### src/design/tcu_params.svh
// Register offsets, field positions, reset values and timing counts of the capture timer
`ifndef TCU_PARAMS_SVH
`define TCU_PARAMS_SVH

`define TCU_ADDR_PORT_DATA 8'h00
`define TCU_ADDR_PORT_DIR 8'h01
`define TCU_ADDR_COUNT_HI 8'h0E
`define TCU_ADDR_COUNT_LO 8'h0F
`define TCU_ADDR_CAP1_HI 8'h10
`define TCU_ADDR_CAP1_LO 8'h11
`define TCU_ADDR_CAP2_HI 8'h12
`define TCU_ADDR_CAP2_LO 8'h13
`define TCU_ADDR_CAP3_HI 8'h14
`define TCU_ADDR_CAP3_LO 8'h15
`define TCU_ADDR_SHARED_HI 8'h1E
`define TCU_ADDR_SHARED_LO 8'h1F
`define TCU_ADDR_EDGE_CTL 8'h21
`define TCU_ADDR_CHAN_MASK 8'h22
`define TCU_ADDR_CHAN_FLAGS 8'h23
`define TCU_ADDR_OVF_MASK 8'h24
`define TCU_ADDR_OVF_FLAGS 8'h25
`define TCU_ADDR_SHARED_SEL 8'h26

`define TCU_BIT_OVF_FLAG 7
`define TCU_BIT_OVF_IRQ_EN 7
`define TCU_BIT_SHARED_DIR 3
`define TCU_BIT_CAP_CMP_SEL 2
`define TCU_SHARED_CHAN 3
`define TCU_SOFT_CAP_BIT 0

`define TCU_COUNT_MAX 16'hFFFF
`define TCU_RESET_BYTE 8'h00
`define TCU_RESET_COUNT 16'h0000
`define TCU_PRESCALE_WINDOW 7'h40

`endif

### src/design/tcu_pkg.sv
// Types shared by the capture timer design
package tcu_pkg;
	// Edge select pair per capture channel
	typedef enum logic [1:0] {
		TCU_EDGE_OFF = 2'h0,
		TCU_EDGE_RISE = 2'h1,
		TCU_EDGE_FALL = 2'h2,
		TCU_EDGE_ANY = 2'h3
	} tcu_edge_t;

	// Prescale select field
	typedef enum logic [1:0] {
		TCU_DIV1 = 2'h0,
		TCU_DIV4 = 2'h1,
		TCU_DIV8 = 2'h2,
		TCU_DIV16 = 2'h3
	} tcu_prescale_t;

	// Terminal value of the prescale divider for a select code
	function automatic logic [3:0] tcuPrescaleTerm(input tcu_prescale_t sel);
		logic [3:0] term;
		term = 4'h0;
		case (sel)
			TCU_DIV1: term = 4'h0;
			TCU_DIV4: term = 4'h3;
			TCU_DIV8: term = 4'h7;
			TCU_DIV16: term = 4'hF;
			default: term = 4'h0;
		endcase
		return term;
	endfunction
endpackage

### src/design/tcu_timer_capture.sv
// Free-running timer with overflow flag, prescaler and four input capture channels
// Function
// - Counter is read-only in normal mode; writable in special mode.
// - Overflow flag sets when counter wraps from all ones to zero.
// - Flags clear only by writing one to their bit; zero leaves them.
// - Overflow request raised while flag set and overflow enable is one.
// - Prescale field divides counter clock by 1, 4, 8 or 16.
// - Normal mode accepts one prescale write, only within 64 cycles of reset.
// - Port read gives pin level for inputs, driver level for outputs.
// - Port writes to timer-assigned pins are latched but do not drive.
// - Three low pins are capture inputs when enabled, otherwise general I/O.
// - With direction set and capture selected, writing one forces a capture.
// - A detected edge copies the whole counter into capture register at once.
// - Capture samples the count away from its increment so it is stable.
// - High-byte read blocks capture transfer into that register for two cycles: the read cycle and the one after.
// - Capture during either blocked cycle is held and transferred later.
// - Each selected edge sets its flag; shared only while capture selected.
// - Channel requests interrupt when enable and flag set; shared needs capture.
// - Edge pair: 00 off, 01 rising, 10 falling, 11 either edge.
// - Reset clears every edge select pair.
// - Channels are independent; same-cycle edges capture the same count.
// - Reset leaves capture register contents unchanged.
// - After reset counter counts up from zero and keeps wrapping.
`include "tcu_params.svh"

module tcu_timer_capture #(
	parameter int NUM_CHAN = 4
) (
	input wire logic core_clk, // Bus clock
	input wire logic rst_n, // Synchronous reset, active low
	input wire logic [7:0] regAddr, // Register byte address
	input wire logic [7:0] regWrData, // Write data
	input wire logic regWrEn, // Write strobe
	input wire logic regRdEn, // Read strobe
	output logic [7:0] regRdData, // Read data, one cycle after the strobe
	input wire logic specialMode, // Special mode level, asynchronous
	input wire logic [NUM_CHAN-1:0] portPinIn, // Port pin levels, shared pin on top
	output logic [NUM_CHAN-1:0] portPinOut, // Port pin driver levels
	output logic [NUM_CHAN-1:0] portPinOe, // Port pin output enables
	output logic overflowIrqReq, // Overflow interrupt request level
	output logic [NUM_CHAN-1:0] captureIrqReq // Channel interrupt request levels
);
	localparam int SH = `TCU_SHARED_CHAN;

	logic [15:0] freeCount_r;
	logic [3:0] preDiv_r;
	logic countTick;
	logic overflowFlag_r;
	logic overflowIrqEnable_r;
	tcu_pkg::tcu_prescale_t prescaleSelect_r;
	logic prescaleWritten_r;
	logic [6:0] bootCycles_r;
	logic [7:0] portLatch_r;
	logic [7:0] portDirection_r;
	logic captureCompareSelect_r;
	logic [7:0] edgeSelectControl_r;
	logic [7:0] channelIrqMask_r;
	logic [NUM_CHAN-1:0] captureFlag_r;
	logic [15:0] captureTime_r [NUM_CHAN];
	logic [15:0] pendTime_r [NUM_CHAN];
	logic [NUM_CHAN-1:0] pendValid_r;
	logic [NUM_CHAN-1:0] readBlock_r;
	logic [NUM_CHAN-1:0] pinSync1_r;
	logic [NUM_CHAN-1:0] pinSync2_r;
	logic [NUM_CHAN-1:0] pinPrev_r;
	logic modeSync1_r;
	logic modeSync2_r;
	logic [NUM_CHAN-1:0] chanEnable;
	logic [NUM_CHAN-1:0] captureEvent;
	logic [NUM_CHAN-1:0] highRead;
	logic [NUM_CHAN-1:0] timerInput;
	logic [NUM_CHAN-1:0] pinIsOutput;
	logic softCapture;
	logic sharedCapMode;
	logic wrCountHi;
	logic wrCountLo;
	logic [7:0] rdData_nxt;

	// Special mode strap is asynchronous: two flops before use
	always_ff @(posedge core_clk) begin
		modeSync1_r <= specialMode;
		modeSync2_r <= modeSync1_r;
	end

	// Pin synchronizer plus one more stage for edge history
	always_ff @(posedge core_clk) begin
		pinSync1_r <= portPinIn;
		pinSync2_r <= pinSync1_r;
		pinPrev_r <= pinSync2_r;
	end

	assign sharedCapMode = captureCompareSelect_r;
	assign softCapture = regWrEn && portDirection_r[`TCU_BIT_SHARED_DIR] && sharedCapMode
		&& (regAddr == `TCU_ADDR_SHARED_HI || regAddr == `TCU_ADDR_SHARED_LO)
		&& regWrData[`TCU_SOFT_CAP_BIT];

	// Per-channel enable, edge detect and high-byte read decode
	always_comb begin
		for (int i = 0; i < NUM_CHAN; i++) begin
			chanEnable[i] = (edgeSelectControl_r[2*i +: 2] != 2'h0) && (i != SH || sharedCapMode);
			captureEvent[i] = chanEnable[i] && (
				(edgeSelectControl_r[2*i] && pinSync2_r[i] && !pinPrev_r[i]) ||
				(edgeSelectControl_r[2*i+1] && !pinSync2_r[i] && pinPrev_r[i]));
			highRead[i] = 1'b0;
			timerInput[i] = (i == SH) ? (sharedCapMode && chanEnable[i]) : chanEnable[i];
		end
		captureEvent[SH] = captureEvent[SH] || softCapture;
		highRead[0] = regRdEn && (regAddr == `TCU_ADDR_CAP1_HI);
		highRead[1] = regRdEn && (regAddr == `TCU_ADDR_CAP2_HI);
		highRead[2] = regRdEn && (regAddr == `TCU_ADDR_CAP3_HI);
		highRead[SH] = regRdEn && (regAddr == `TCU_ADDR_SHARED_HI);
	end

	// Prescale divider; a tick advances the counter
	assign countTick = (preDiv_r == tcu_pkg::tcuPrescaleTerm(prescaleSelect_r));
	always_ff @(posedge core_clk) begin
		if (!rst_n) begin
			preDiv_r <= 4'h0;
		end else if (countTick) begin
			preDiv_r <= 4'h0;
		end else begin
			preDiv_r <= preDiv_r + 4'h1;
		end
	end

	assign wrCountHi = regWrEn && modeSync2_r && regAddr == `TCU_ADDR_COUNT_HI;
	assign wrCountLo = regWrEn && modeSync2_r && regAddr == `TCU_ADDR_COUNT_LO;

	// Free-running counter; normal-mode writes never reach it
	always_ff @(posedge core_clk) begin
		if (!rst_n) begin
			freeCount_r <= `TCU_RESET_COUNT;
		end else if (wrCountHi) begin
			freeCount_r <= {regWrData, freeCount_r[7:0]};
		end else if (wrCountLo) begin
			freeCount_r <= {freeCount_r[15:8], regWrData};
		end else if (countTick) begin
			freeCount_r <= freeCount_r + 16'h0001;
		end
	end

	// Overflow flag: set beats a same-cycle clear
	always_ff @(posedge core_clk) begin
		if (!rst_n) begin
			overflowFlag_r <= 1'b0;
		end else if (countTick && freeCount_r == `TCU_COUNT_MAX && !wrCountHi && !wrCountLo) begin
			overflowFlag_r <= 1'b1;
		end else if (regWrEn && regAddr == `TCU_ADDR_OVF_FLAGS && regWrData[`TCU_BIT_OVF_FLAG]) begin
			overflowFlag_r <= 1'b0;
		end
	end

	// Reset-window counter for the one-time prescale write
	always_ff @(posedge core_clk) begin
		if (!rst_n) begin
			bootCycles_r <= 7'h00;
		end else if (bootCycles_r != `TCU_PRESCALE_WINDOW) begin
			bootCycles_r <= bootCycles_r + 7'h01;
		end
	end

	// Overflow mask and prescale; normal mode locks prescale after one write or 64 cycles
	always_ff @(posedge core_clk) begin
		if (!rst_n) begin
			overflowIrqEnable_r <= 1'b0;
			prescaleSelect_r <= tcu_pkg::TCU_DIV1;
			prescaleWritten_r <= 1'b0;
		end else if (regWrEn && regAddr == `TCU_ADDR_OVF_MASK) begin
			overflowIrqEnable_r <= regWrData[`TCU_BIT_OVF_IRQ_EN];
			if (modeSync2_r || (!prescaleWritten_r && bootCycles_r != `TCU_PRESCALE_WINDOW)) begin
				prescaleSelect_r <= tcu_pkg::tcu_prescale_t'(regWrData[1:0]);
				prescaleWritten_r <= 1'b1;
			end
		end
	end

	// Port latch, direction, shared select, edge control and channel mask
	always_ff @(posedge core_clk) begin
		if (!rst_n) begin
			portLatch_r <= `TCU_RESET_BYTE;
			portDirection_r <= `TCU_RESET_BYTE;
			captureCompareSelect_r <= 1'b0;
			edgeSelectControl_r <= `TCU_RESET_BYTE;
			channelIrqMask_r <= `TCU_RESET_BYTE;
		end else if (regWrEn) begin
			case (regAddr)
				`TCU_ADDR_PORT_DATA: portLatch_r <= regWrData;
				`TCU_ADDR_PORT_DIR: portDirection_r <= regWrData;
				`TCU_ADDR_SHARED_SEL: captureCompareSelect_r <= regWrData[`TCU_BIT_CAP_CMP_SEL];
				`TCU_ADDR_EDGE_CTL: edgeSelectControl_r <= regWrData;
				`TCU_ADDR_CHAN_MASK: channelIrqMask_r <= regWrData;
				default: ;
			endcase
		end
	end

	// Channel flags: edge set wins over a write-one clear
	always_ff @(posedge core_clk) begin
		if (!rst_n) begin
			captureFlag_r <= '0;
		end else begin
			for (int i = 0; i < NUM_CHAN; i++) begin
				if (captureEvent[i]) begin
					captureFlag_r[i] <= 1'b1;
				end else if (regWrEn && regAddr == `TCU_ADDR_CHAN_FLAGS && regWrData[i]) begin
					captureFlag_r[i] <= 1'b0;
				end
			end
		end
	end

	// Read block covers the high-read cycle and the one after it
	always_ff @(posedge core_clk) begin
		if (!rst_n) begin
			readBlock_r <= '0;
			pendValid_r <= '0;
		end else begin
			readBlock_r <= highRead;
			for (int i = 0; i < NUM_CHAN; i++) begin
				if (highRead[i] || readBlock_r[i]) begin
					pendValid_r[i] <= pendValid_r[i] || captureEvent[i];
				end else begin
					pendValid_r[i] <= 1'b0;
				end
			end
		end
	end

	// Capture storage keeps its value through reset; count sampled before it advances
	always_ff @(posedge core_clk) begin
		for (int i = 0; i < NUM_CHAN; i++) begin
			if (highRead[i] || readBlock_r[i]) begin
				if (captureEvent[i]) begin
					pendTime_r[i] <= freeCount_r;
				end
			end else if (captureEvent[i]) begin
				captureTime_r[i] <= freeCount_r;
			end else if (pendValid_r[i]) begin
				captureTime_r[i] <= pendTime_r[i];
			end else if (i == SH && regWrEn && !sharedCapMode && regAddr == `TCU_ADDR_SHARED_HI) begin
				captureTime_r[i] <= {regWrData, captureTime_r[i][7:0]};
			end else if (i == SH && regWrEn && !sharedCapMode && regAddr == `TCU_ADDR_SHARED_LO) begin
				captureTime_r[i] <= {captureTime_r[i][15:8], regWrData};
			end
		end
	end

	// Pins: timer inputs are never driven; latch only reaches general-purpose outputs
	always_comb begin
		for (int i = 0; i < NUM_CHAN; i++) begin
			pinIsOutput[i] = portDirection_r[i] && !timerInput[i];
		end
	end

	always_ff @(posedge core_clk) begin
		if (!rst_n) begin
			portPinOut <= '0;
			portPinOe <= '0;
		end else begin
			portPinOut <= portLatch_r[NUM_CHAN-1:0] & pinIsOutput;
			portPinOe <= pinIsOutput;
		end
	end

	// Read mux; unmapped addresses answer zero
	always_comb begin
		rdData_nxt = 8'h00;
		case (regAddr)
			`TCU_ADDR_PORT_DATA: begin
				for (int i = 0; i < NUM_CHAN; i++) begin
					rdData_nxt[i] = pinIsOutput[i] ? portPinOut[i] : pinSync2_r[i];
				end
			end
			`TCU_ADDR_PORT_DIR: rdData_nxt = portDirection_r;
			`TCU_ADDR_COUNT_HI: rdData_nxt = freeCount_r[15:8];
			`TCU_ADDR_COUNT_LO: rdData_nxt = freeCount_r[7:0];
			`TCU_ADDR_CAP1_HI: rdData_nxt = captureTime_r[0][15:8];
			`TCU_ADDR_CAP1_LO: rdData_nxt = captureTime_r[0][7:0];
			`TCU_ADDR_CAP2_HI: rdData_nxt = captureTime_r[1][15:8];
			`TCU_ADDR_CAP2_LO: rdData_nxt = captureTime_r[1][7:0];
			`TCU_ADDR_CAP3_HI: rdData_nxt = captureTime_r[2][15:8];
			`TCU_ADDR_CAP3_LO: rdData_nxt = captureTime_r[2][7:0];
			`TCU_ADDR_SHARED_HI: rdData_nxt = captureTime_r[SH][15:8];
			`TCU_ADDR_SHARED_LO: rdData_nxt = captureTime_r[SH][7:0];
			`TCU_ADDR_EDGE_CTL: rdData_nxt = edgeSelectControl_r;
			`TCU_ADDR_CHAN_MASK: rdData_nxt = channelIrqMask_r;
			`TCU_ADDR_CHAN_FLAGS: rdData_nxt[NUM_CHAN-1:0] = captureFlag_r;
			`TCU_ADDR_OVF_MASK: rdData_nxt = {overflowIrqEnable_r, 5'h00, prescaleSelect_r};
			`TCU_ADDR_OVF_FLAGS: rdData_nxt[`TCU_BIT_OVF_FLAG] = overflowFlag_r;
			`TCU_ADDR_SHARED_SEL: rdData_nxt[`TCU_BIT_CAP_CMP_SEL] = captureCompareSelect_r;
			default: rdData_nxt = 8'h00;
		endcase
	end

	// Read data valid only in the cycle after the strobe
	always_ff @(posedge core_clk) begin
		if (!rst_n) begin
			regRdData <= 8'h00;
		end else if (regRdEn) begin
			regRdData <= rdData_nxt;
		end else begin
			regRdData <= 8'h00;
		end
	end

	// Interrupt requests are levels straight from flags and enables
	assign overflowIrqReq = overflowIrqEnable_r && overflowFlag_r;
	always_comb begin
		captureIrqReq = captureFlag_r & channelIrqMask_r[NUM_CHAN-1:0];
		captureIrqReq[SH] = captureIrqReq[SH] && sharedCapMode;
	end
endmodule

### config.mk
export PLATFORM = sky130hd
export DESIGN_NAME = tcu_timer_capture
export DESIGN_NICKNAME = d
export VERILOG_FILES = /design/src/design/tcu_pkg.sv /design/src/design/tcu_timer_capture.sv
export VERILOG_INCLUDE_DIRS = /design/src /design/src/design
export SDC_FILE = /design/constraint.sdc
export NUM_CORES = 1
export LEC_CHECK = 0
export CAP_MARGIN = 5
export CORE_AREA = 2 2 166 168
export CTS_CLUSTER_SIZE = 28
export DETAILED_ROUTE_END_ITERATION = 10
export DIE_AREA = 0 0 168 170
export DONT_BUFFER_PORTS = 1
export GPL_TIMING_DRIVEN = 0
export SYNTH_ARGS = -nofsm -noshare
export SYNTH_HDL_FRONTEND = slang
export SYNTH_SLANG_ARGS = --single-unit
### constraint.sdc
create_clock -name core_clk -period 3.4 [get_ports core_clk]
set_input_delay 0.34 -clock core_clk [delete_from_list [all_inputs] [get_ports core_clk]]
set_output_delay 0.34 -clock core_clk [all_outputs]
set_load 0.02 [all_outputs]
==> results of run 1 <==
[through the flow]
step,hold WS (ns),util [%]
global route,0.0182,43.5
global placement,0.311,40.1
floorplan,0.310,-
detailed placement,0.312,40.2
finish,0.0202,43.5
CTS,0.0110,43.5
[area by class of cell]
| class | instances | area [sq um] |
|---|---|---|
| Fill cell | 2441 | 15000 |
| Sequential cell | 231 | 5910 |
| Multi-Input combinational cell | 568 | 4000 |
| Clock buffer | 35 | 713 |
| Tap cell | 341 | 427 |
| Buffer | 63 | 280 |
| Timing Repair Buffer | 10 | 105 |
| Clock inverter | 11 | 82.6 |
| Inverter | 22 | 82.6 |
| Antenna cell | 1 | 2.50 |
[power groups by stage]
stage / Combinational (mW) / Sequential, mW / Clock, mW
floorplan: 0.130 / 3.01 / 0
global placement: 0.206 / 3.02 / 0
detailed placement: 0.207 / 3.02 / 0
CTS: 0.220 / 2.96 / 2.69
global route: 0.236 / 2.97 / 2.78
finish: 0.225 / 2.96 / 2.65
[worst paths after layout]
kind / slack, ns / start / end / depth (start not counted)
setup reg to reg: 0.69 / freeCount_r[4] / freeCount_r[10] / 6
hold / removal: 0.02 / regWrData[4] / freeCount_r[12] / 2
hold reg to reg: 0.32 / pinSync1_r[2] / pinSync2_r[2] / 0
setup / recovery: 0.69 / freeCount_r[4] / freeCount_r[10] / 6
[registers in the layout, indices dropped and copies added, names as in the netlist, 7 cells and up]
name	flops
channelIrqMask_r	8
regRdData	8
portDirection_r	8
bootCycles_r	7
pendTime_r	64
freeCount_r	16
captureTime_r	64
edgeSelectControl_r	8
[layer usage]
metal  track usage [%]  wire, um
met1              30.5     13700
met2              36.3     14500
met3              3.77      2800
met4              11.9      1800
met5                 0         0
[critical path: stages (launching register included)]
cell and delay, ns:
dfxtp_1 0.50, clkbuf_1 0.61, nand3_1 0.42, nor2_1 0.37
nand4_1 0.13, or4_1 0.43, a31oi_1 0.17
[cells in the mapped netlist, types with 3 or more instances]
cell type  number
o2bb2ai_1      10
a221oi_1        6
nand2_1        64
mux2_2         26
o21ai_0        21
nand2b_1        6
a2bb2oi_1       5
nor4_1         12
a22o_1          7
a21oi_1        27
ha_1            4
o221ai_1        4
nand3_1        26
a32oi_1         5
nor3_1         18
buf_2           8
nand4_1         8
buf_4           3
a31oi_1        16
inv_1          22
and3_1         16
nor3_2          3
mux2_1         30
mux2i_1        52
a41oi_1         4
buf_6           3
buf_1           6
or3_1           5
nor3b_1         4
xnor2_1         5
o211ai_1        5
clkbuf_1       43
and2_1         13
nor2b_1        13
o31ai_1         4
nor2_1         75
a211oi_1        4
a22oi_1        10
xor2_1         10
mux4_2          3
edfxtp_1      128
dfxtp_1       103
[logic make-up (layout without fill, tap and decap cells)]
kind of cell	after synthesis	after routing	share of synthesized area [%]
AO/OA/AOI/OAI	154	154	11.0
buffers and inverters	85	141	3.54
flip-flops	231	231	57.6
adder cells (fa/ha/maj)	4	4	0.488
multiplexers	111	111	11.9
AND/OR/NAND/NOR	284	284	14.2
other	0	1	0
XOR/XNOR	15	15	1.28
[repair_timing]
item | 4_1_cts | 5_1_grt
hold buffers | 9 | 0
hold endpoints to repair | 18 | 0
setup endpoints to repair | 0 | 0
==> metrics.txt, run 1 <==
CTS buffer count 25; final design instance area without fill 0.0116 sq mm; post-synthesis net count 913; post-CTS setup buffers 0; area share of the largest cell type after synthesis 37.5%; chip width 168 um; status complete, no violations; clock-pin slew on the worst setup and hold paths 0.06 ns; Slew Limit Fails 0; IO Pins 46; Area Growth Syn to Fin 13.1%; Mapped Cells 884; via count 7632; max_cap viols 0; GR Util All Layers 23.0%; static leakage power 4.21 nW; Reg power frac 50.8%; # resized after CTS 0; CP endpoint kind register; 1st-pass router iterations 5; synth unique cells 75; commonest non-fill, non-tap cell in the layout edfxtp_1; clk_skew 0.0299 ns; Die H 170 um; clk root buf clkbuf_16; synthesized area per cell 11.6 sq um; Post-synth EDFFs 128; WP data required 3.86 ns; die area 0.0286 sq mm; Warnings, synthesis 0; Remaining Overflow, GRT 0; FF+latch count, synth 231; CP max FO 10; critical path class register to register; total chip power 5.84 mW; Max-slew headroom 7.79%; Post-synth ARST share 0%; Pwr per Cell Area 504 mW/mm^2; Arrival @ worst endpoint 3.17 ns; area post-placement 0.0107 sq mm; sw power 1.30 mW; cell taking the most area after synthesis edfxtp_1; internal power 4.55 mW; Tmin final 2.71 ns; HP Class input pin to register; Seq/Total Area, Yosys 57.6%; largest net degree at the start of global routing 17; Clock Latency Late Sink 0.54 ns; final wirelength 32.8 mm; CTS H-tree lvls 1; Main synth FF type edfxtp_1; drt drc 0; Max clock buf depth 3; Final setup viols 0; final hold viol count 0; drt wl/cell 25.6 um; placed cell count 1226; Detail Route Antenna Nets 0; CTS tree yes; initial core utilization 38.5%; top cells by area, synth edfxtp_1, dfxtp_1, mux2i_1; DP Wirelength 22.7 mm; DR vias/cell 5.95; first-pass GRT wire length 48.6 mm; Sw Share 22.2%; GPL Wtd Cong 0.965; Core Area 0.0267 sq mm; clk sink count 231; setup ws final 0.689 ns; unrepaired setup endpoints after global routing no; power share of the combinational group 3.8%; most frequent cells in the layout edfxtp_1, dfxtp_1, nor2_1; I/O Buffers 0; synthesized area 0.0103 sq mm; Max Clk Rate 369 MHz; crit start category register; # rows 60; worst slew pin tran 1.37 ns; clock power share 45.4%; Tcrit/Tclk final 79.7%; Nets 950; vias in the first global route 7395; setup_tns 0 ns; initial antenna violation count 1; pre-CTS setup slack 0.213 ns; final std cells w/o fill 1282; peak supply drop 0.324 mV; DRT iter0 DRCs 717; share of cells above drive strength 1 11.5%
(Power assumes the default switching activity.)
==> inputs of run 2 (changes only) <==
clock period = 2.6 ns   (was 3.4 ns; I/O delays follow)
==> metrics.txt, run 2 (synthesis gave the netlist of run 1 again) <==
largest net degree at the start of global routing 17 (unchanged); Top Registers captureTime_r (64), pendTime_r (64), freeCount_r (16); unrepaired setup endpoints after global routing no; CTS buffer count 25 (unchanged); final wirelength 32.7 mm (-0.20%); die area 0.0286 sq mm (unchanged); worst-case reg-to-reg path depth 3 (-3); CTS H-tree lvls 1 (unchanged); Pwr per Cell Area 658 mW/mm^2 (+31%); peak supply drop 0.431 mV (+33%); 1st-pass router iterations 7 (+2); worst slew pin tran 1.31 ns (-0.0636 ns); clock-pin slew on the worst setup and hold paths 0.06 ns (about the same); Nets 951 (+0.11%); Clock Latency Late Sink 0.55 ns (about the same); Tmin final 2.55 ns (-0.164 ns); HP Class input pin to register; drt wl/cell 25.5 um (-0.28%); commonest non-fill, non-tap cell in the layout edfxtp_1; DP Wirelength 22.7 mm (unchanged); status complete, no violations; clk root buf clkbuf_16; GR Util All Layers 23.0% (about the same); area post-placement 0.0107 sq mm (unchanged); DR vias/cell 5.95 (about the same); final hold viol count 0 (unchanged); Crit path depth 3 (-3); max_cap viols 0 (unchanged); IO Pins 46 (unchanged); Max Clk Rate 393 MHz (+6.4%); drt drc 0 (unchanged); crit start category register; static leakage power 4.23 nW (+0.36%); via count 7639 (+0.092%); critical path class register to register; Max clock buf depth 3 (unchanged); clk_skew 0.0317 ns (+0.00184 ns); DRT iter0 DRCs 833 (+16%); initial antenna violation count 1 (unchanged); Crit-path slowest cell a21oi_1; clk sink count 231 (unchanged); setup_tns 0 ns (unchanged); CTS tree yes; vias in the first global route 7405 (+0.14%); CP delay by family, top compound AO/OA/AOI/OAI gates; Final setup viols 0 (unchanged); Arrival @ worst endpoint 2.71 ns (-0.46 ns); total chip power 7.65 mW (+31%); most frequent cells in the layout edfxtp_1, dfxtp_1, nor2_1; Remaining Overflow, GRT 0 (unchanged); I/O Buffers 0 (unchanged); CP bufs+invs 0 (-1); WHS Path Cells 2 (unchanged); CP endpoint kind register; Slew Limit Fails 0 (unchanged); CP max FO 8 (-2); Detail Route Antenna Nets 0 (unchanged); Max-slew headroom 12.1% (+4.3 points); GPL Wtd Cong 0.965 (unchanged); Hold Worst Slack 0.0544 ns (+0.0342 ns); slowest stage delay, CP 0.86 ns (+0.25 ns); # rows 60 (unchanged); initial core utilization 38.5% (unchanged); CP Cell Sequence a21boi_0, nor3_1, a21oi_1; share of cells above drive strength 1 12.0% (+0.52 points); Tcrit/Tclk final 98.0% (+18 points); Area Growth Syn to Fin 13.4%; Die H 170 um (unchanged); Core Area 0.0267 sq mm (unchanged); final design instance area without fill 0.0116 sq mm (+0.21%); chip width 168 um (unchanged); WP data required 2.76 ns (-1.10 ns); first-pass GRT wire length 48.6 mm (unchanged)
==> run 2: cell types whose count changed in the layout (fill, tap and decap cells not counted), sizes merged <==
cell	change
dlygate4sd3	+1
==> run 2: worst paths after layout <==
| kind | start | end | slack (ns) |
|---|---|---|---|
| worst max-delay path | captureCompareSelect_r | captureTime_r[3][8] | 0.05 |
| worst min register to register | pinSync1_r[2] | pinSync2_r[2] | 0.33 |
| worst min-delay path | regWrData[5] | freeCount_r[13] | 0.05 |
| worst max register to register | captureCompareSelect_r | captureTime_r[3][8] | 0.05 |
==> run 2: metrics by stage <==
step / setup slack [ns] / std cells / utilization, %
finish: 0.0524 / 1283 / 43.6
global route: 0.00158 / 1282 / 43.6
CTS: 0.0572 / 1282 / 43.6
detailed placement: -0.507 / 1226 / 40.2
global placement: -0.793 / 1225 / 40.1
floorplan: 0.0632 / 884 / -
==> run 2: layout make-up <==
class	instances	area [sq um]
clock buffer	35	713
tap	341	427
multi-input combinational	568	4010
buffer	63	284
antenna	1	2.50
fill	2442	15000
sequential	231	5910
timing repair buffer	11	115
inverter	22	82.6
clock inverter	11	82.6
==> run 2: metal layers <==
layer,share of wire [%],global-route usage [%],vias to the layer above
li1,-,-,3397
met1,42,30.8,3733
met5,0,0,-
met3,8.2,3.93,106
met2,44,35.6,403
met4,5.9,12.4,0
==> run 2: worst register-to-register path, delay by kind of cell (launching register included) <==
kind / cells / cell delay [ns]
AO/OA/AOI/OAI: 2 / 1.48
flip-flops: 1 / 0.51
AND/OR/NAND/NOR: 1 / 0.21
==> run 2: repair_timing <==
| item | in CTS | in global routing |
|---|---|---|
| hold endpoints to repair | 24 | 0 |
| gates cloned | 0 | 0 |
| endpoints found under the setup margin | 11 | 6 |
| hold buffers | 10 | 0 |
| setup buffers | 0 | 0 |
| resized for setup | 2 | 5 |
==> run 2: where the power goes <==
part	switching, mW	internal, mW	total, mW	leakage (nW)
combinational	0.207	0.0907	0.298	1.78
clock	1.47	2.01	3.48	0.393
sequential	0.0307	3.85	3.88	2.06
==> inputs of run 3 (changes only) <==
CORE_AREA = 5 5 169 171   (was 2 2 166 168)
DIE_AREA = 0 0 174 176   (was 0 0 168 170)
PLACE_DENSITY = 0.55   (was not set)
==> metrics.txt, run 3 (synthesis gave the netlist of run 1 again) <==
Max-slew headroom 34.7% (+23 points); fillers 2474 (+1.3%); most frequent CP cell clkbuf_1; Crit-path slowest cell clkbuf_1; CTS tree yes; clock power share 47.0% (+1.6 points); DR vias/cell 5.86 (-1.5%); Arrival @ worst endpoint 2.81 ns (+0.10 ns); unrepaired setup endpoints after global routing no; max_cap viols 0 (unchanged); clk sink count 231 (unchanged); drt drc 0 (unchanged); WP data required 2.88 ns (+0.12 ns); CTS buffer count 26 (+4.0%); CP endpoint kind register; internal power 6.14 mW (+3.3%); CP max FO 10 (+2); drt wl/cell 26.4 um (+3.4%); Area Growth Syn to Fin 14.6%; chip width 174 um (+3.6%); sw power 1.75 mW (+2.3%); final design instance area without fill 0.0117 sq mm (+1.1%); GR Util All Layers 21.6% (-1.3 points); most frequent cells in the layout edfxtp_1, dfxtp_1, nor2_1; Detail Route Antenna Nets 0 (unchanged); slowest stage delay, CP 0.50 ns (-0.36 ns); crit start category input pin; status complete, no violations; peak supply drop 0.509 mV (+18%); Reg power frac 49.2% (-1.5 points); CTS H-tree lvls 1 (unchanged); DP Wirelength 23.8 mm (+4.9%); via count 7558 (-1.1%); initial antenna violation count 1 (unchanged); static leakage power 4.29 nW (+1.3%); commonest non-fill, non-tap cell in the layout edfxtp_1; clk root buf clkbuf_16; 1st-pass router iterations 5 (-2); post-CTS setup buffers 0 (unchanged); post-layout util 44.0% (+0.34 points); Remaining Overflow, GRT 0 (unchanged); setup_tns 0 ns (unchanged); Sw Share 22.2% (-0.16 points); Die H 176 um (+3.5%); HP Class input pin to register; power share of the combinational group 3.9% (about the same); critical path class input pin to register; Final setup viols 0 (unchanged); Tmin final 2.52 ns (-0.0255 ns); vias in the first global route 7218 (-2.5%); first-pass GRT wire length 49.6 mm (+2.2%); GPL Wtd Cong 0.919 (-4.7%); Hold Worst Slack 0.0477 ns (-0.00674 ns); Clock Latency Late Sink 0.54 ns (about the same); Max Clk Rate 396 MHz (+1.0%); Pwr per Cell Area 671 mW/mm^2 (+2.0%); worst slew pin tran 0.977 ns (-0.332 ns); final hold viol count 0 (unchanged); Tcrit/Tclk final 97.0% (-0.98 points); Core Area 0.0267 sq mm (+0.28%); Slew Limit Fails 0 (unchanged); Top Registers captureTime_r (64), pendTime_r (64), freeCount_r (16); Max clock buf depth 3 (unchanged); CP Cell Sequence clkbuf_1, nor2_1, clkbuf_1, a31oi_1, and3_1, buf_2, buf_6, mux2_1; # rows 60 (unchanged); IO Pins 46 (unchanged); DRT iter0 DRCs 710 (-15%); initial core utilization 38.4% (-0.11 points); largest net degree at the start of global routing 17 (unchanged); Nets 956 (+0.53%); die area 0.0306 sq mm (+7.2%); area post-placement 0.0108 sq mm (+0.46%); clk_skew 0.0125 ns (-0.0192 ns); share of cells above drive strength 1 12.7% (+0.66 points); clock-pin slew on the worst setup and hold paths 0.06 ns (about the same); I/O Buffers 0 (unchanged); final wirelength 34.0 mm (+3.9%)
==> run 3: routing by layer <==
metal	global-route usage, %	part of all wire (%)	vias to the layer above
met5	0	0	-
met4	6.14	3.1	0
met3	4.09	8.1	73
met2	35.4	46	368
met1	29.6	42	3721
li1	-	-	3396
==> run 3: worst paths after layout <==
| path | startpoint | end | slack [ns] | cells past startpoint |
|---|---|---|---|---|
| max | regAddr[0] | captureTime_r[2][14] | 0.08 | 8 |
| min | regRdEn | pendValid_r[2] | 0.05 | 2 |
| max reg2reg | pinSync2_r[0] | captureTime_r[0][7] | 0.11 | 6 |
| min reg2reg | pinSync1_r[1] | pinSync2_r[1] | 0.32 | 0 |
==> run 3: layout make-up <==
cell class	instances	area, sq um	share of cell area [%]
Inverter	22	82.6	0.703
Multi-Input combinational cell	568	4020	34.2
Sequential cell	231	5910	50.3
Buffer	63	282	2.40
Antenna cell	1	2.50	0.0213
Clock buffer	33	739	6.29
Timing Repair Buffer	15	164	1.40
Tap cell	341	427	3.63
Clock inverter	15	124	1.05
==> run 3: power groups by stage <==
stage | logic [mW] | clock network [mW] | registers [mW]
floorplan | 0.170 | 0 | 3.94
detailed placement | 0.273 | 0 | 3.95
CTS | 0.297 | 3.76 | 3.87
global placement | 0.273 | 0 | 3.95
finish | 0.305 | 3.71 | 3.88
global route | 0.317 | 3.93 | 3.88
==> run 3: worst max-delay path: cells and delay by family <==
kind                   cells  cell delay (ns)
muxes                      1             0.34
buffers and inverters      4             1.41
and+or+nand+nor            2             0.34
AOI/OAI and AO/OA          1             0.45
==> run 3: per-stage QoR <==
stage	setup WS [ns]	cells	power (mW)
floorplan	0.0632	884	4.11
global placement	-0.946	1225	4.23
detailed placement	-0.614	1230	4.23
CTS	0.0354	1288	7.93
global route	0.00902	1288	8.12
finish	0.0778	1289	7.89
==> run 3: repair_timing <==
action | in CTS | in global routing
endpoints found under the setup margin | 16 | 15
gates resized for setup | 2 | 4
hold buffers | 10 | 0
hold endpoints to repair | 26 | 0
